[src/hw/rtcbuf_params.svh]
// constants for the timekeeping and buffer core of the serial clock
// assumes a 40 MHz system clock and a 32.768 kHz crystal square wave input
`ifndef RTCBUF_PARAMS_SVH
`define RTCBUF_PARAMS_SVH

// system clock rate and printed times
`define RTCBUF_CLK_HZ 40000000
`define RTCBUF_OSC_HZ 32768
`define RTCBUF_REC_TIME_MS 210
`define RTCBUF_FAIL_TIME_US 1000

// crystal edges folded into hundredths of a second
`define RTCBUF_ACC_STEP 16'h0064
`define RTCBUF_ACC_W 16

// register addresses
`define RTCBUF_A_HUND 5'h00
`define RTCBUF_A_SEC 5'h01
`define RTCBUF_A_HOUR 5'h03
`define RTCBUF_A_DOW 5'h04
`define RTCBUF_A_YEAR 5'h07
`define RTCBUF_A_WDOG 5'h09
`define RTCBUF_A_FREEZE 5'h0C
`define RTCBUF_A_FLAGS 5'h0F
`define RTCBUF_A_TRIM 5'h12

// bit positions
`define RTCBUF_B_HALT 7
`define RTCBUF_B_CB0 6
`define RTCBUF_B_CB1 7
`define RTCBUF_B_OSC_FAIL_IRQ_ENABLE 7
`define RTCBUF_B_FREEZE 6
`define RTCBUF_B_OF 2

// writable bits of each clock byte
`define RTCBUF_MASK_TIME 64'hFF1F_3F07_FF7F_FFFF

// reset value of the counters: 00:00:00.00, day 1, 01/01/00
`define RTCBUF_TIME_RST 64'h0001_0101_0000_0000
`endif

[src/hw/rtcbuf_pkg.sv]
// types shared by the timekeeping and buffer core
// assumes nothing beyond the constants header
package rtcbuf_pkg;
    typedef logic [7:0] rtcbuf_byte_type;
    typedef logic [63:0] rtcbuf_time_type;
    typedef enum logic [1:0] {PWR_OK, PWR_LOW, PWR_RECOVER} rtcbuf_pwr_type;
endpackage

[src/hw/rtcbuf_core.sv]
// timekeeping counters, buffer/transfer registers and supply watch of the serial clock
// assumes a serial slave on clk that gives transfer start/stop pulses and byte strobes
`timescale 1ns/10ps
`include "rtcbuf_params.svh"

// How it works
// - time base is 32.768 kHz crystal divided down
// - eight BCD clock bytes, fractions through year
// - halt bit stops oscillator, clearing restarts it
// - century bits at bits 6 and 7 of 03h
// - weekday at 04h, date month year 05h-07h
// - oscillator failure sets fail flag, 0fh bit 2
// - 09h bit 7 enables fail interrupt output
// - clock byte write loads counters, resets divider
// - transfer start copies counters into buffers
// - written transfer loads all buffers into counters
// - writes above 07h leave counters untouched
// - 32 addresses, BCD clock, binary others
// - capture moves all bits at once, load only the writable bits
// - reset pin low, held recovery time after
// - recovery affects only reset pin
// - below threshold, ignore inputs, block writes
// - below switchover, keep counters and memory
// - backup entry sets freeze, blocks capture
// - pointer past 07h also loads counters
module rtcbuf_core
#(
    parameter int REC_CYCLES = `RTCBUF_REC_TIME_MS * (`RTCBUF_CLK_HZ / 1000),
    parameter int FAIL_CYCLES = `RTCBUF_FAIL_TIME_US * (`RTCBUF_CLK_HZ / 1000000)
)
(
    input wire logic clk,
    input wire logic rst_n,
    input wire logic osc_in,
    input wire logic below_reset_threshold,
    input wire logic below_switchover_threshold,
    input wire logic xfer_start,
    input wire logic xfer_stop,
    input wire logic ptr_past_clock,
    input wire logic wr_en,
    input wire logic [4:0] wr_addr,
    input wire logic [7:0] wr_data,
    input wire logic rd_en,
    input wire logic [4:0] rd_addr,
    output logic [7:0] rd_data_q,
    output logic osc_fail_irq_n_q,
    output logic rst_pin_o_q,
    output logic rst_pin_oe_q
);

    ////////////////////////////////////////////////////////////////////////////
    // declarations

    localparam int REC_W = $clog2(REC_CYCLES + 1);
    localparam int FAIL_W = $clog2(FAIL_CYCLES + 1);

    logic [2:0] osc_sync_q;
    logic [1:0] low_sync_q;
    logic [2:0] so_sync_q;
    logic osc_edge;
    logic vcc_low;
    logic so_enter;
    logic [`RTCBUF_ACC_W-1:0] acc_q;
    logic [`RTCBUF_ACC_W:0] acc_sum;
    logic tick;
    rtcbuf_pkg::rtcbuf_time_type time_q;
    rtcbuf_pkg::rtcbuf_time_type time_d;
    rtcbuf_pkg::rtcbuf_time_type buf_q;
    logic dirty_q;
    logic load_pend_q;
    logic do_load;
    logic halt;
    logic freeze_q;
    logic osc_fail_q;
    logic [FAIL_W-1:0] fail_cnt_q;
    logic [7:0] mem_q [31:8];
    logic bus_start;
    logic bus_stop;
    logic bus_wr;
    logic bus_rd;
    logic bus_past;
    logic wr_clock;
    rtcbuf_pkg::rtcbuf_pwr_type pwr_q;
    logic [REC_W-1:0] rec_cnt_q;

    ////////////////////////////////////////////////////////////////////////////
    // helpers

    // one BCD step: wraps to first after top, msb of result flags the wrap
    function automatic logic [8:0] bcd_step(input logic [7:0] v, input logic [7:0] top, input logic [7:0] first);
        logic [8:0] r;
        r = {1'b0, v};
        if (v >= top)
        begin
            r = {1'b1, first};
        end
        else if (v[3:0] == 4'h9)
        begin
            r = {1'b0, v[7:4] + 4'h1, 4'h0};
        end
        else
        begin
            r = {1'b0, v[7:4], v[3:0] + 4'h1};
        end
        return r;
    endfunction

    // last date of a BCD month, leap years every fourth year
    function automatic logic [7:0] month_end(input logic [7:0] mon, input logic [7:0] yr);
        logic leap;
        logic [7:0] r;
        leap = yr[4] ? (yr[3:0] == 4'h2 || yr[3:0] == 4'h6)
                     : (yr[3:0] == 4'h0 || yr[3:0] == 4'h4 || yr[3:0] == 4'h8);
        case (mon)
            8'h02: r = leap ? 8'h29 : 8'h28;
            8'h04, 8'h06, 8'h09, 8'h11: r = 8'h30;
            default: r = 8'h31;
        endcase
        return r;
    endfunction

    ////////////////////////////////////////////////////////////////////////////
    // pin synchronisers

    // two flops ahead of any logic; a third flop feeds the edge detectors
    always_ff @(posedge clk or negedge rst_n)
    begin
        if (!rst_n)
        begin
            osc_sync_q <= 3'h0;
            low_sync_q <= 2'h3;
            so_sync_q <= 3'h7;
        end
        else
        begin
            osc_sync_q <= {osc_sync_q[1:0], osc_in};
            low_sync_q <= {low_sync_q[0], below_reset_threshold};
            so_sync_q <= {so_sync_q[1:0], below_switchover_threshold};
        end
    end

    assign vcc_low = low_sync_q[1];
    assign so_enter = so_sync_q[1] && !so_sync_q[2];
    assign halt = time_q[8 + `RTCBUF_B_HALT];
    assign osc_edge = osc_sync_q[1] && !osc_sync_q[2] && !halt;

    // bus strobes are dropped while supply is under the reset threshold
    assign bus_start = xfer_start && !vcc_low;
    assign bus_stop = xfer_stop && !vcc_low;
    assign bus_wr = wr_en && !vcc_low;
    assign bus_rd = rd_en && !vcc_low;
    assign bus_past = ptr_past_clock && !vcc_low;
    assign wr_clock = bus_wr && (wr_addr <= `RTCBUF_A_YEAR);

    ////////////////////////////////////////////////////////////////////////////
    // divider: adds 100 per crystal edge, a wrap of 32768 is one hundredth

    assign acc_sum = {1'b0, acc_q} + {1'b0, `RTCBUF_ACC_STEP};
    assign tick = osc_edge && acc_sum[`RTCBUF_ACC_W - 1]; // carry past 32768 is one hundredth
    assign do_load = load_pend_q && !tick;

    always_ff @(posedge clk or negedge rst_n)
    begin
        if (!rst_n)
        begin
            acc_q <= '0;
        end
        else if (do_load)
        begin
            acc_q <= '0;
        end
        else if (osc_edge)
        begin
            acc_q <= {1'b0, acc_sum[14:0]};
        end
    end

    ////////////////////////////////////////////////////////////////////////////
    // next count: BCD carry chain from hundredths to century

    always_comb
    begin
        logic [8:0] s;
        logic c;
        s = '0;
        c = 1'b1;
        time_d = time_q;
        s = bcd_step(time_q[7:0], 8'h99, 8'h00);
        time_d[7:0] = s[7:0];
        c = s[8];
        if (c)
        begin
            s = bcd_step({1'b0, time_q[14:8]}, 8'h59, 8'h00);
            time_d[14:8] = s[6:0];
            c = s[8];
        end
        if (c)
        begin
            s = bcd_step(time_q[23:16], 8'h59, 8'h00);
            time_d[23:16] = s[7:0];
            c = s[8];
        end
        if (c)
        begin
            s = bcd_step({2'b00, time_q[29:24]}, 8'h23, 8'h00);
            time_d[29:24] = s[5:0];
            c = s[8];
        end
        if (c)
        begin
            s = bcd_step(time_q[39:32], 8'h07, 8'h01);
            time_d[39:32] = s[7:0];
            s = bcd_step(time_q[47:40], month_end(time_q[55:48], time_q[63:56]), 8'h01);
            time_d[47:40] = s[7:0];
            c = s[8];
        end
        if (c)
        begin
            s = bcd_step(time_q[55:48], 8'h12, 8'h01);
            time_d[55:48] = s[7:0];
            c = s[8];
        end
        if (c)
        begin
            s = bcd_step(time_q[63:56], 8'h99, 8'h00);
            time_d[63:56] = s[7:0];
            c = s[8];
        end
        if (c)
        begin
            time_d[31:30] = time_q[31:30] + 2'h1;
        end
    end

    ////////////////////////////////////////////////////////////////////////////
    // counters: kept through backup, loaded whole from the buffers

    always_ff @(posedge clk or negedge rst_n)
    begin
        if (!rst_n)
        begin
            time_q <= `RTCBUF_TIME_RST;
        end
        else if (do_load)
        begin
            time_q <= buf_q & `RTCBUF_MASK_TIME;
        end
        else if (tick)
        begin
            time_q <= time_d;
        end
    end

    ////////////////////////////////////////////////////////////////////////////
    // buffer/transfer registers and load request

    // capture at each transfer start unless frozen, byte writes land here
    always_ff @(posedge clk or negedge rst_n)
    begin
        if (!rst_n)
        begin
            buf_q <= `RTCBUF_TIME_RST;
        end
        else if (bus_start && !freeze_q)
        begin
            buf_q <= time_q;
        end
        else if (wr_clock)
        begin
            buf_q[wr_addr[2:0]*8 +: 8] <= wr_data;
        end
    end

    // a clock byte write marks the transfer; stop or pointer wrap asks for a load
    always_ff @(posedge clk or negedge rst_n)
    begin
        if (!rst_n)
        begin
            dirty_q <= 1'b0;
            load_pend_q <= 1'b0;
        end
        else
        begin
            if (vcc_low)
            begin
                dirty_q <= 1'b0;
            end
            else if (bus_start)
            begin
                dirty_q <= wr_clock;
            end
            else if ((bus_stop || bus_past) && (dirty_q || wr_clock))
            begin
                dirty_q <= 1'b0;
            end
            else if (wr_clock)
            begin
                dirty_q <= 1'b1;
            end
            if ((bus_stop || bus_past) && (dirty_q || wr_clock))
            begin
                load_pend_q <= 1'b1;
            end
            else if (do_load)
            begin
                load_pend_q <= 1'b0;
            end
        end
    end

    ////////////////////////////////////////////////////////////////////////////
    // plain registers 08h to 1Fh, binary or BCD as the host writes them

    always_ff @(posedge clk or negedge rst_n)
    begin
        if (!rst_n)
        begin
            for (int i = 8; i < 32; i++)
            begin
                mem_q[i] <= 8'h00;
            end
        end
        else if (bus_wr && !wr_clock)
        begin
            mem_q[wr_addr] <= wr_data;
        end
    end

    // freeze bit: set on backup entry, host clears it; the set wins
    always_ff @(posedge clk or negedge rst_n)
    begin
        if (!rst_n)
        begin
            freeze_q <= 1'b0;
        end
        else if (so_enter)
        begin
            freeze_q <= 1'b1;
        end
        else if (bus_wr && wr_addr == `RTCBUF_A_FREEZE)
        begin
            freeze_q <= wr_data[`RTCBUF_B_FREEZE];
        end
    end

    ////////////////////////////////////////////////////////////////////////////
    // oscillator fail detect: no crystal edge for the fail time while running

    always_ff @(posedge clk or negedge rst_n)
    begin
        if (!rst_n)
        begin
            fail_cnt_q <= '0;
            osc_fail_q <= 1'b0;
        end
        else
        begin
            if (halt || osc_sync_q[1] != osc_sync_q[2])
            begin
                fail_cnt_q <= '0;
            end
            else if (fail_cnt_q != FAIL_W'(FAIL_CYCLES))
            begin
                fail_cnt_q <= fail_cnt_q + 1'b1;
            end
            if (fail_cnt_q == FAIL_W'(FAIL_CYCLES))
            begin
                osc_fail_q <= 1'b1;
            end
            else if (bus_wr && wr_addr == `RTCBUF_A_FLAGS && !wr_data[`RTCBUF_B_OF])
            begin
                osc_fail_q <= 1'b0;
            end
        end
    end

    // interrupt pin, low while the flag is set and enabled
    always_ff @(posedge clk or negedge rst_n)
    begin
        if (!rst_n)
        begin
            osc_fail_irq_n_q <= 1'b1;
        end
        else
        begin
            osc_fail_irq_n_q <= !(osc_fail_q && mem_q[`RTCBUF_A_WDOG][`RTCBUF_B_OSC_FAIL_IRQ_ENABLE]);
        end
    end

    ////////////////////////////////////////////////////////////////////////////
    // read port: clock bytes from the buffers, status merged into its bytes

    always_ff @(posedge clk or negedge rst_n)
    begin
        if (!rst_n)
        begin
            rd_data_q <= 8'h00;
        end
        else if (bus_rd)
        begin
            if (rd_addr <= `RTCBUF_A_YEAR)
            begin
                rd_data_q <= buf_q[rd_addr[2:0]*8 +: 8];
            end
            else if (rd_addr == `RTCBUF_A_FREEZE)
            begin
                rd_data_q <= {mem_q[rd_addr][7], freeze_q, mem_q[rd_addr][5:0]};
            end
            else if (rd_addr == `RTCBUF_A_FLAGS)
            begin
                rd_data_q <= {mem_q[rd_addr][7:3], osc_fail_q, 2'b00};
            end
            else
            begin
                rd_data_q <= mem_q[rd_addr];
            end
        end
    end

    ////////////////////////////////////////////////////////////////////////////
    // reset pin: low under threshold and for the recovery time after

    always_ff @(posedge clk or negedge rst_n)
    begin
        if (!rst_n)
        begin
            pwr_q <= rtcbuf_pkg::PWR_RECOVER;
            rec_cnt_q <= '0;
        end
        else
        begin
            case (pwr_q)
                rtcbuf_pkg::PWR_OK:
                begin
                    if (vcc_low)
                    begin
                        pwr_q <= rtcbuf_pkg::PWR_LOW;
                    end
                end
                rtcbuf_pkg::PWR_LOW:
                begin
                    rec_cnt_q <= '0;
                    if (!vcc_low)
                    begin
                        pwr_q <= rtcbuf_pkg::PWR_RECOVER;
                    end
                end
                rtcbuf_pkg::PWR_RECOVER:
                begin
                    if (vcc_low)
                    begin
                        pwr_q <= rtcbuf_pkg::PWR_LOW;
                    end
                    else if (rec_cnt_q == REC_W'(REC_CYCLES - 1))
                    begin
                        pwr_q <= rtcbuf_pkg::PWR_OK;
                    end
                    else
                    begin
                        rec_cnt_q <= rec_cnt_q + 1'b1;
                    end
                end
                default:
                begin
                    pwr_q <= rtcbuf_pkg::PWR_LOW;
                end
            endcase
        end
    end

    // open drain: only ever drives low
    always_ff @(posedge clk or negedge rst_n)
    begin
        if (!rst_n)
        begin
            rst_pin_o_q <= 1'b0;
            rst_pin_oe_q <= 1'b1;
        end
        else
        begin
            rst_pin_o_q <= 1'b0;
            rst_pin_oe_q <= (pwr_q != rtcbuf_pkg::PWR_OK) || vcc_low;
        end
    end

endmodule

[config.mk]
export PLATFORM = sky130hd
export DESIGN_NAME = rtcbuf_core
export DESIGN_NICKNAME = d
export VERILOG_FILES = /design/src/hw/rtcbuf_pkg.sv /design/src/hw/rtcbuf_core.sv
export VERILOG_INCLUDE_DIRS = /design/src /design/src/hw
export SDC_FILE = /design/constraint.sdc
export NUM_CORES = 1
export LEC_CHECK = 0
export ABC_AREA = 1
export BUFFER_PORTS_ARGS = -buffer_cell sky130_fd_sc_hd__buf_2
export CAP_MARGIN = 20
export CORE_MARGIN = 10
export CORE_UTILIZATION = 45
export CTS_CLUSTER_SIZE = 10
export DETAILED_ROUTE_END_ITERATION = 12
export PLACE_DENSITY_LB_ADDON = 0.08
export SLEW_MARGIN = 10
export SYNTH_ARGS = -nofsm -noshare
export SYNTH_HDL_FRONTEND = slang
export SYNTH_SLANG_ARGS = --single-unit
export TNS_END_PERCENT = 30
[constraint.sdc]
create_clock -name clk -period 4.8 [get_ports clk]
set_input_delay 0.96 -clock clk [delete_from_list [all_inputs] [get_ports clk]]
set_output_delay 0.96 -clock clk [all_outputs]
set_load 0.05 [all_outputs]
# == Word level (Yosys, flattened, before mapping) ==
# Index checks and enable logic that the tools add are counted.
# W data, S select, Z words.
# word_totals
register_bits,400
in_bits,28
output_inout_bits,11
word_cells,273
# classes
add_sub_neg,21
order_cmp,13
eq_ne,32
n_shift,3
n_mux,68
n_reduce_logical,80
# ops
op,n
$mux W64,4
$bwmux W192,1
$mux W8,15
$mux W16,5
$bwmux W64,1
$shift A8 B34 Y64 const A,1
$shiftx A64 B7 Y8,1
$shiftx A8 B34 Y64,1
$mux W9,7
$add A4 B1 Y4 const B,14
$mux W24,2
$pmux W24 S2,1
$bmux W8 S5,1
$demux W8 S5,1
$eq A4 B4 Y1 const B,9
$neg A6 Y34,1
$reduce_bool A2 Y1,16
$reduce_and A3 Y1,9
$add A24 B1 Y24 const B,1
$eq A24 B24 Y1 const B,1
$reduce_bool A3 Y1,8
$mux W7,3
$eq A5 B4 Y1 const B,4
$logic_and A1 B1 Y1,19
41 further kinds,91

# == Longest topological paths before layout ==
# Gate-level depths: netlist (run 1).
# logic_depth
ltp_word,15
mapped_depth,18
depth_no_buf,18

# == Worst setup path after synthesis (run 1) ==
# No wires, ideal clock.
# synth_path
kind,input port to flip-flop
start,input port wr_addr[0]
end,register buf_q[49]
setup_time_ns,0.141
arrival_time_ns,2.435
required_ns,4.659
slack_ns,2.224
stages,9
n_path_buf,1
cell_sequence,inv_1 -> ha_1 -> ha_1 -> inv_1 -> nand2_1 -> nor3_1 -> a21oi_1 -> buf_2 -> o221ai_1
# synth_between
elab_chain_cells,5
word_cells_on_any_way,9
classes_between,1 x add/sub; 1 x order compare; 2 x shift; 3 x mux; 2 x reduce/logical
# synth_rtl
element,line_no,source
"start, declared",rtcbuf_core.sv:41,"input wire logic [4:0] wr_addr,"
$neg A6 Y34,rtcbuf_core.sv:270,buf_q[wr_addr[2:0]*8 +: 8] <= wr_data;
$shiftx A8 B34 Y64 or $shift A8 B34 Y64 (tied branches),rtcbuf_core.sv:270,
$bwmux W64,rtcbuf_core.sv:270,
$mux W64,rtcbuf_core.sv:268,else if (wr_clock)
$mux W64,rtcbuf_core.sv:264,else if (bus_start && !freeze_q)
"end signal, assigned",rtcbuf_core.sv:262,buf_q <= `RTCBUF_TIME_RST;
"end signal, assigned",rtcbuf_core.sv:266,buf_q <= time_q;
"end signal, assigned by index",rtcbuf_core.sv:270,
"end, declared",rtcbuf_core.sv:68,rtcbuf_pkg::rtcbuf_time_type buf_q;
# Parallel ways exist; a longest one is shown, timed or not. The select of a mux whose other input is x is not followed.
# A chain may end at the register's enable or synchronous reset.

# == Final worst setup path (run 1) ==
# layout_path
start,register time_q[48]
end,register time_q[52]
# layout_between
elab_chain_cells,9
word_cells_on_any_way,20
classes_between,2 x order compare; 6 x eq/ne; 8 x mux; 4 x reduce/logical
# layout_rtl
element,line_no,source
"start, declared",rtcbuf_core.sv:66,rtcbuf_pkg::rtcbuf_time_type time_q;
"start signal, assigned",rtcbuf_core.sv:242,time_q <= `RTCBUF_TIME_RST;
"start signal, assigned",rtcbuf_core.sv:246,time_q <= buf_q & `RTCBUF_MASK_TIME;
"start signal, assigned",rtcbuf_core.sv:250,time_q <= time_d;
$eq A8 B3 Y1 (tied with other cells),rtcbuf_core.sv:114,case (mon)
$reduce_or A4 Y1,rtcbuf_core.sv:114,
$pmux W5 S2,rtcbuf_core.sv:114,
$mux W8,rtcbuf_core.sv:209,if (c)
$ge A8 B8 Y1,rtcbuf_core.sv:93,if (v >= top)
$mux W9,rtcbuf_core.sv:93,
$mux W1,rtcbuf_core.sv:209,
$reduce_bool A2 Y1 (no line),n/a,
$reduce_and A3 Y1 (no line),n/a,
# Parallel ways exist; a longest one is shown, timed or not. The select of a mux whose other input is x is not followed.

==> summary.txt, run 1 <==
Route
  • M1 WL: 28700 um
  • Met3 Wirelength: 3650 um
  • Top routing layer used: met4
  • Drt drc: 0
  • Drt initial violations: 1398
  • First-pass DRT Iterations: 6
  • DR vias/cell: 5.54
  • Routed len/inst: 18.7 um
  • WL met2: 26400 um
  • Post-DRT Antenna Nets: 0
  • Total routed wirelength: 60000 um
  • Vias: 17765

Timing
  • Max-slew violations: 0
  • Part of the cycle the worst path needs: 62.6%
  • Achievable Freq: 333 MHz
  • Relative slew slack: 33.8%
  • Final-report setup violation count: 0
  • Hold Vio Cnt, Final: 0
  • RSZ-0062 raised after global routing: false
  • Setup Skew: 0.0246 ns
  • Worst Slack Setup Final: 1.79 ns
  • Tmin final: 3.01 ns
  • Worst Tran Pin Value: 0.992 ns
  • Total negative setup slack: 0 ns

Critical path
  • Setup crit start kind: flop
  • CP most frequent cell: nand2_1
  • Crit Path Class: reg2reg
  • Worst setup EP type: flop
  • Critical-path top delay cell: dfstp_2
  • Crit Path Max Fanout: 13
  • Setup crit end: time_q[52]$_DFFE_PN0P_
  • Crit path cell chain: nand2_1 -> nor3_1 -> inv_1 -> a21oi_1 -> a311oi_1 -> ha_1 -> nand3_1 -> nor2_1 -> nor2_1 -> nand2_1 -> nand3_1 -> nand2_1 -> nand2_1
  • R2r setup slk: 1.79 ns
  • Worst EP required: 5.32 ns
  • RR Endpoint: time_q[52]$_DFFE_PN0P_
  • Arrival time at the worst endpoint: 3.53 ns
  • Crit-path max cell delay: 0.57 ns
  • Path depth of the worst reg2reg path: 13
  • Reg2Reg Launch Point: time_q[48]$_DFFE_PN1P_
  • CP startpoint: time_q[48]$_DFFE_PN1P_

Floorplanning
  • Core area: 45400 um^2
  • I/O pin count: 39
  • Die Span X: 234 um
  • Die H: 234 um
  • Site row count: 78
  • Starting Density: 45.5%
  • Total die area: 54900 um^2

Layout
  • Fillers: 4503
  • Number of diodes: 0
  • Area of the multi-input gates: 9340 um^2
  • FF+latch area: 9950 um^2
  • Area delta synth->final: 9.66%
  • Share of cells above drive strength 1: 7.56%
  • Fin nets: 2638

Clock tree
  • H-tree depth: 2
  • Root Buffer Master: clkbuf_16
  • Cts hold-fix bufs: 0
  • Clk buf depth: 3
  • Clock slew at reported path FFs: 0.05 ns
  • Total CTS buffers: 48
  • Clock sinks: 397
  • Setup Fix Bufs, Post-CTS: 0
  • CTS tree: yes
  • Clk Latency, worst-skew pair: 0.59 ns
  • CTS resizes: 0

Placed design
  • Place WS: 1.72 ns
  • Final RePlAce weighted congestion: 0.884
  • Port Buffers: 37
  • Post-DP HPWL: 40300 um

Yosys
  • Syn avg cell area: 7.97 um^2
  • Sequential area share after synthesis: 48.2%
  • Synth Net Count: 2660
  • Synth cell types: 53
  • Top FF cell, synth: dfrtp_1
  • Synth area leader: dfrtp_1
  • Area contributors post-synth: dfrtp_1 (46%), nand2_1 (11%), o21ai_0 (9.1%)
  • Mapped Cells: 2594
  • Yosys warnings: 0
  • Post-synthesis cell area: 20700 um^2
  • Top cell type's share of synthesized area: 46.4%
  • Post-synth ARST share: 100%
  • Number of flops mapped to enable cells by yosys: 0
  • #FFs+latches synth: 397

Status
  • Status: finished clean

Global routing
  • Antenna violations before repair: 1
  • Largest net degree at the start of global routing: 103
  • First-pass GRT wire length: 96000 um
  • Total GRT Usage: 22.0%
  • Remaining Overflow, GRT: 0
  • Number of global-route vias before repair: 16968

Power
  • Lkg Pwr: 10.5 nW
  • Pwr Density: 466 nW/um^2
  • Worst vdd ir: 0.304 mV

Hold path
  • Hold Path Class: in2async

Job
  • Max Cap Violations: 0
layer usage:
metal,track usage [%],up-vias
met1,31.7,8590
met5,0,-
met2,33.3,465
met3,3.80,88
li1,-,8622
met4,6.45,0
power by group:
part | total [mW] | switching, mW | internal [mW] | leakage, nW
registers | 4.51 | 0.538 | 3.97 | 5.17
clock network | 3.40 | 1.41 | 1.98 | 0.698
logic | 2.66 | 1.77 | 0.890 | 4.60
sequential cells by signal (all words and copies together) (netlist names):
| name | flops |
|---|---|
| mem_q | 192 |
| buf_q | 64 |
| time_q | 64 |
| rec_cnt_q | 24 |
| fail_cnt_q | 16 |
| acc_q | 13 |
| rd_data_q | 8 |
| osc_sync_q | 3 |
| so_sync_q | 3 |
| low_sync_q | 2 |
| pwr_q | 2 |
| dirty_q | 1 |
| freeze_q | 1 |
| load_pend_q | 1 |
| osc_fail_irq_n_q | 1 |
| osc_fail_q | 1 |
| rst_pin_oe_q | 1 |
through the flow:
| stage | utilization [%] | power (mW) | std cells | hold WS, ns | cell area, um^2 |
|---|---|---|---|---|---|
| floorplan | - | 6.43 | 2594 | 0.331 | 20700 |
| global placement | 46.8 | 7.14 | 3122 | 0.339 | 21200 |
| detailed placement | 46.8 | 7.20 | 3122 | 0.343 | 21200 |
| CTS | 49.9 | 10.6 | 3205 | 0.358 | 22700 |
| global route | 49.9 | 11.2 | 3205 | 0.363 | 22700 |
| finish | 49.9 | 10.6 | 3205 | 0.356 | 22700 |
placed cells by master, fill, tap and decap left out, types with 4 or more instances in the layout:
| cell type | n |
|---|---|
| nor3_1 | 33 |
| o21ai_1 | 31 |
| o22ai_1 | 28 |
| a31oi_1 | 5 |
| xor2_1 | 32 |
| clkbuf_16 | 49 |
| dfstp_2 | 14 |
| nand3_1 | 154 |
| dfrtp_1 | 383 |
| nor2_1 | 253 |
| nand2_4 | 4 |
| ha_1 | 38 |
| nand2_2 | 8 |
| nor2_4 | 7 |
| nand4_1 | 34 |
| buf_4 | 19 |
| inv_1 | 195 |
| inv_2 | 8 |
| nor4_1 | 4 |
| o211ai_1 | 41 |
| clkbuf_1 | 23 |
| or2_2 | 8 |
| a21oi_1 | 59 |
| nor2_2 | 10 |
| o221ai_1 | 51 |
| nand2_1 | 632 |
| clkbuf_8 | 7 |
| buf_12 | 4 |
| buf_2 | 35 |
| o21ai_0 | 376 |
| a21o_1 | 4 |
| a22oi_1 | 11 |
| xnor2_1 | 8 |
cells in the mapped netlist, drive strengths merged, types with 38 or more instances:
cell type,count
o21ai,409
buf,66
o221ai,51
inv,204
clkbuf,65
nor2,271
nand2,645
ha,38
a21oi,62
dfrtp,383
o211ai,41
nand3,158
logic make-up after synthesis:
logic type / count (synthesis) / synth area share (%)
other: 1 / 0.0181
and+or+nand+nor: 1163 / 24.1
xor gates and xnor gates: 40 / 1.70
buffers and inverters: 336 / 6.69
AOI/OAI and AO/OA: 619 / 17.1
adders and majority gates: 38 / 2.30
DFF: 397 / 48.2
critical path: cells and delay by family, from the launching register on:
kind,cells,cell delay [ns]
and+or+nand+nor,9,1.67
adders and majority gates,1,0.31
AOI/OAI and AO/OA,2,0.26
buffers and inverters,1,0.12
DFF,1,0.57
worst min path at each step:
stage	cells after the start	endpoint
after floorplan	0	osc_sync_q[1]$_DFF_PN0_
after global placement	0	osc_sync_q[1]$_DFF_PN0_
after detailed placement	0	osc_sync_q[1]$_DFF_PN0_
after CTS	0	low_sync_q[1]$_DFF_PN1_
after global routing	0	low_sync_q[1]$_DFF_PN1_
final	1	acc_q[6]$_DFFE_PN0P_
layout make-up:
type	count	area share [%]
clock buffers	79	6.22
multi-input cells	1861	41.2
clock inverters	4	0.121
well taps	600	3.31
flip-flops and latches	397	43.9
inverters	205	3.40
repair buffers	59	1.82
Power figures use the tool's default switching activity.
==> run 2, diff against run 1 <==
Clock period 4.8 ns to 2.6 ns, I/O delays scaled along.
==> summary.txt, run 2 (synthesis gave the netlist of run 1 again) <==
Status
  • Status: finished clean

Critical path
  • Worst setup EP type: flop
  • Crit Path Max Fanout: 7 (-6)
  • Arrival time at the worst endpoint: 3.08 ns (-0.45 ns)
  • Worst EP required: 3.08 ns (-2.24 ns)
  • Crit Path Class: reg2reg
  • Setup crit start kind: flop

Timing
  • Setup Skew: 0.0146 ns (-0.0100 ns)
  • Max-slew violations: 0 (unchanged)
  • Part of the cycle the worst path needs: 100% (+37 points)
  • Final-report setup violation count: 0 (unchanged)
  • Hold Vio Cnt, Final: 0 (unchanged)
  • Achievable Freq: 385 MHz (+16%)
  • Worst Tran Pin Value: 0.930 ns (-0.0618 ns)
  • Worst hold slack: 0.0455 ns (-0.311 ns)
  • Relative slew slack: 37.8% (+4.0 points)
  • Tmin final: 2.60 ns (-0.408 ns)

Clock tree
  • Total CTS buffers: 48 (unchanged)
  • Clock slew at reported path FFs: 0.06 ns (about the same)
  • Clk Latency, worst-skew pair: 0.59 ns (about the same)
  • Root Buffer Master: clkbuf_16
  • H-tree depth: 2 (unchanged)
  • Clock sinks: 397 (unchanged)
  • Clk buf depth: 3 (unchanged)
  • CTS tree: yes

Floorplanning
  • I/O pin count: 39 (unchanged)
  • Core area: 45400 um^2 (unchanged)
  • Starting Density: 45.5% (unchanged)
  • Die Span X: 234 um (unchanged)
  • Total die area: 54900 um^2 (unchanged)
  • Site row count: 78 (unchanged)
  • Die H: 234 um (unchanged)

Layout
  • Commonest non-fill, non-tap cells in the layout: nand2_1 (627), dfrtp_1 (383), o21ai_0 (376), nor2_1 (249), inv_1 (193)
  • Share of cells above drive strength 1: 11.6% (+4.0 points)
  • Commonest non-fill, non-tap cell in the layout: nand2_1
  • Fillers: 4346 (-3.5%)
  • Fin nets: 2732 (+3.6%)
  • Area delta synth->final: 14.0%
  • Area of the multi-input gates: 9450 um^2 (+1.2%)
  • Number of diodes: 0 (unchanged)
  • Top reg by flops: mem_q
  • Max reg flops: 192 (unchanged)
  • Biggest regs: mem_q (192), buf_q (64), time_q (64)
  • FF+latch area: 9950 um^2 (unchanged)
  • Finished Cell Area: 23600 um^2 (+3.9%)
  • Non-filler cells, final: 3296 (+2.8%)

Route
  • Vias: 18237 (+2.7%)
  • Routed len/inst: 18.7 um (about the same)
  • Total routed wirelength: 61700 um (+2.9%)
  • First-pass DRT Iterations: 5 (-1)
  • Post-DRT Antenna Nets: 0 (unchanged)
  • Drt initial violations: 1713 (+23%)
  • DR vias/cell: 5.53 (-0.18%)
  • Drt drc: 0 (unchanged)

Placed design
  • Post-DP HPWL: 41600 um (+3.2%)
  • Port Buffers: 37 (unchanged)
  • Final RePlAce weighted congestion: 0.905 (+2.3%)
  • DP Area: 21900 um^2 (+3.2%)
  • Placed instance count: 3203 (+2.6%)

Global routing
  • Total GRT Usage: 22.5% (+0.53 points)
  • Remaining Overflow, GRT: 0 (unchanged)
  • Number of global-route vias before repair: 17496 (+3.1%)
  • Antenna violations before repair: 1 (unchanged)
  • First-pass GRT wire length: 98000 um (+2.1%)
  • Largest net degree at the start of global routing: 65 (-37%)

Power
  • Lkg Pwr: 10.9 nW (+4.5%)
  • Pwr Density: 852 nW/um^2 (+83%)
  • Worst vdd ir: 0.421 mV (+39%)

Job
  • Max Cap Violations: 0 (unchanged)

Hold path
  • Hold Path Class: in2reg
run 2: cell types whose count changed in the layout (fill, tap and decap cells not counted), sizes merged:
cell,previous run,this run
clkinv,4,3
clkinvlp,0,1
clkbuf,79,76
dlygate4sd3,0,2
buf,59,151
run 2: final timing paths:
check	slack (ns)	to	depth (start not counted)	startpoint
setup / recovery	0.001	time_q[62]$_DFFE_PN0P_	14	time_q[48]$_DFFE_PN1P_
hold / removal	0.05	low_sync_q[0]$_DFF_PN1_	1	below_reset_threshold
max in group asynchronous	1.37	so_sync_q[2]$_DFF_PN1_	3	rst_n
min in group asynchronous	0.46	acc_q[5]$_DFFE_PN0P_	2	rst_n
hold reg to reg	0.36	so_sync_q[1]$_DFF_PN1_	0	so_sync_q[0]$_DFF_PN1_
setup reg to reg	0.001	time_q[62]$_DFFE_PN0P_	14	time_q[48]$_DFFE_PN1P_
run 2: metrics by stage:
step	setup TNS [ns]	util (%)	total power, mW	worst slack, ns
after floorplan	0	-	11.9	0.220
after global placement	0	48.2	13.4	0.0160
after detailed placement	-0.735	48.2	13.5	-0.0847
after CTS	0	51.5	19.9	0.0440
after global routing	-0.512	51.9	21.3	-0.0954
final	0	51.9	20.1	0.00111
run 2: repair_timing:
action / 4_1_cts / 5_1_grt
cloned: 0 / 1
setup buffers: 0 / 10
endpoints found under the setup margin: 12 / 26
hold buffers: 2 / 0
gates resized for setup: 1 / 28
endpoints found under the hold margin: 39 / 0
pin swaps: 0 / 10
run 2: critical path: stages, from the launching register on:
cell	delay, ns
dfstp_2	0.57
nand2_2	0.09
nor3_2	0.22
inv_1	0.09
a21oi_2	0.17
a311oi_2	0.07
ha_2	0.35
nand3_2	0.10
nor2_4	0.13
nor2_4	0.06
o21ai_4	0.15
buf_6	0.15
nand4_1	0.16
nand2_1	0.11
nand2_1	0.05
run 2: cell type report:
class,instances,share of cell area [%]
multi-input combinational,1861,40.1
tap,600,3.19
clock buffer,76,5.98
clock inverter,4,0.128
inverter,205,3.27
sequential,397,42.3
timing repair buffer,153,5.04
run 2: per-layer routing:
layer | vias up | part of all wire [%] | GRT usage, %
met5 | - | 0.021 | 0
li1 | 8800 | - | -
met4 | 2 | 2.7 | 7.36
met3 | 107 | 6.3 | 3.35
met1 | 8812 | 46 | 32.5
met2 | 516 | 44 | 34.1
run 2: where the power goes:
group,total (mW),internal (mW),switching [mW]
clock network,6.29,3.67,2.62
registers,8.29,7.34,0.955
logic,5.47,1.95,3.52
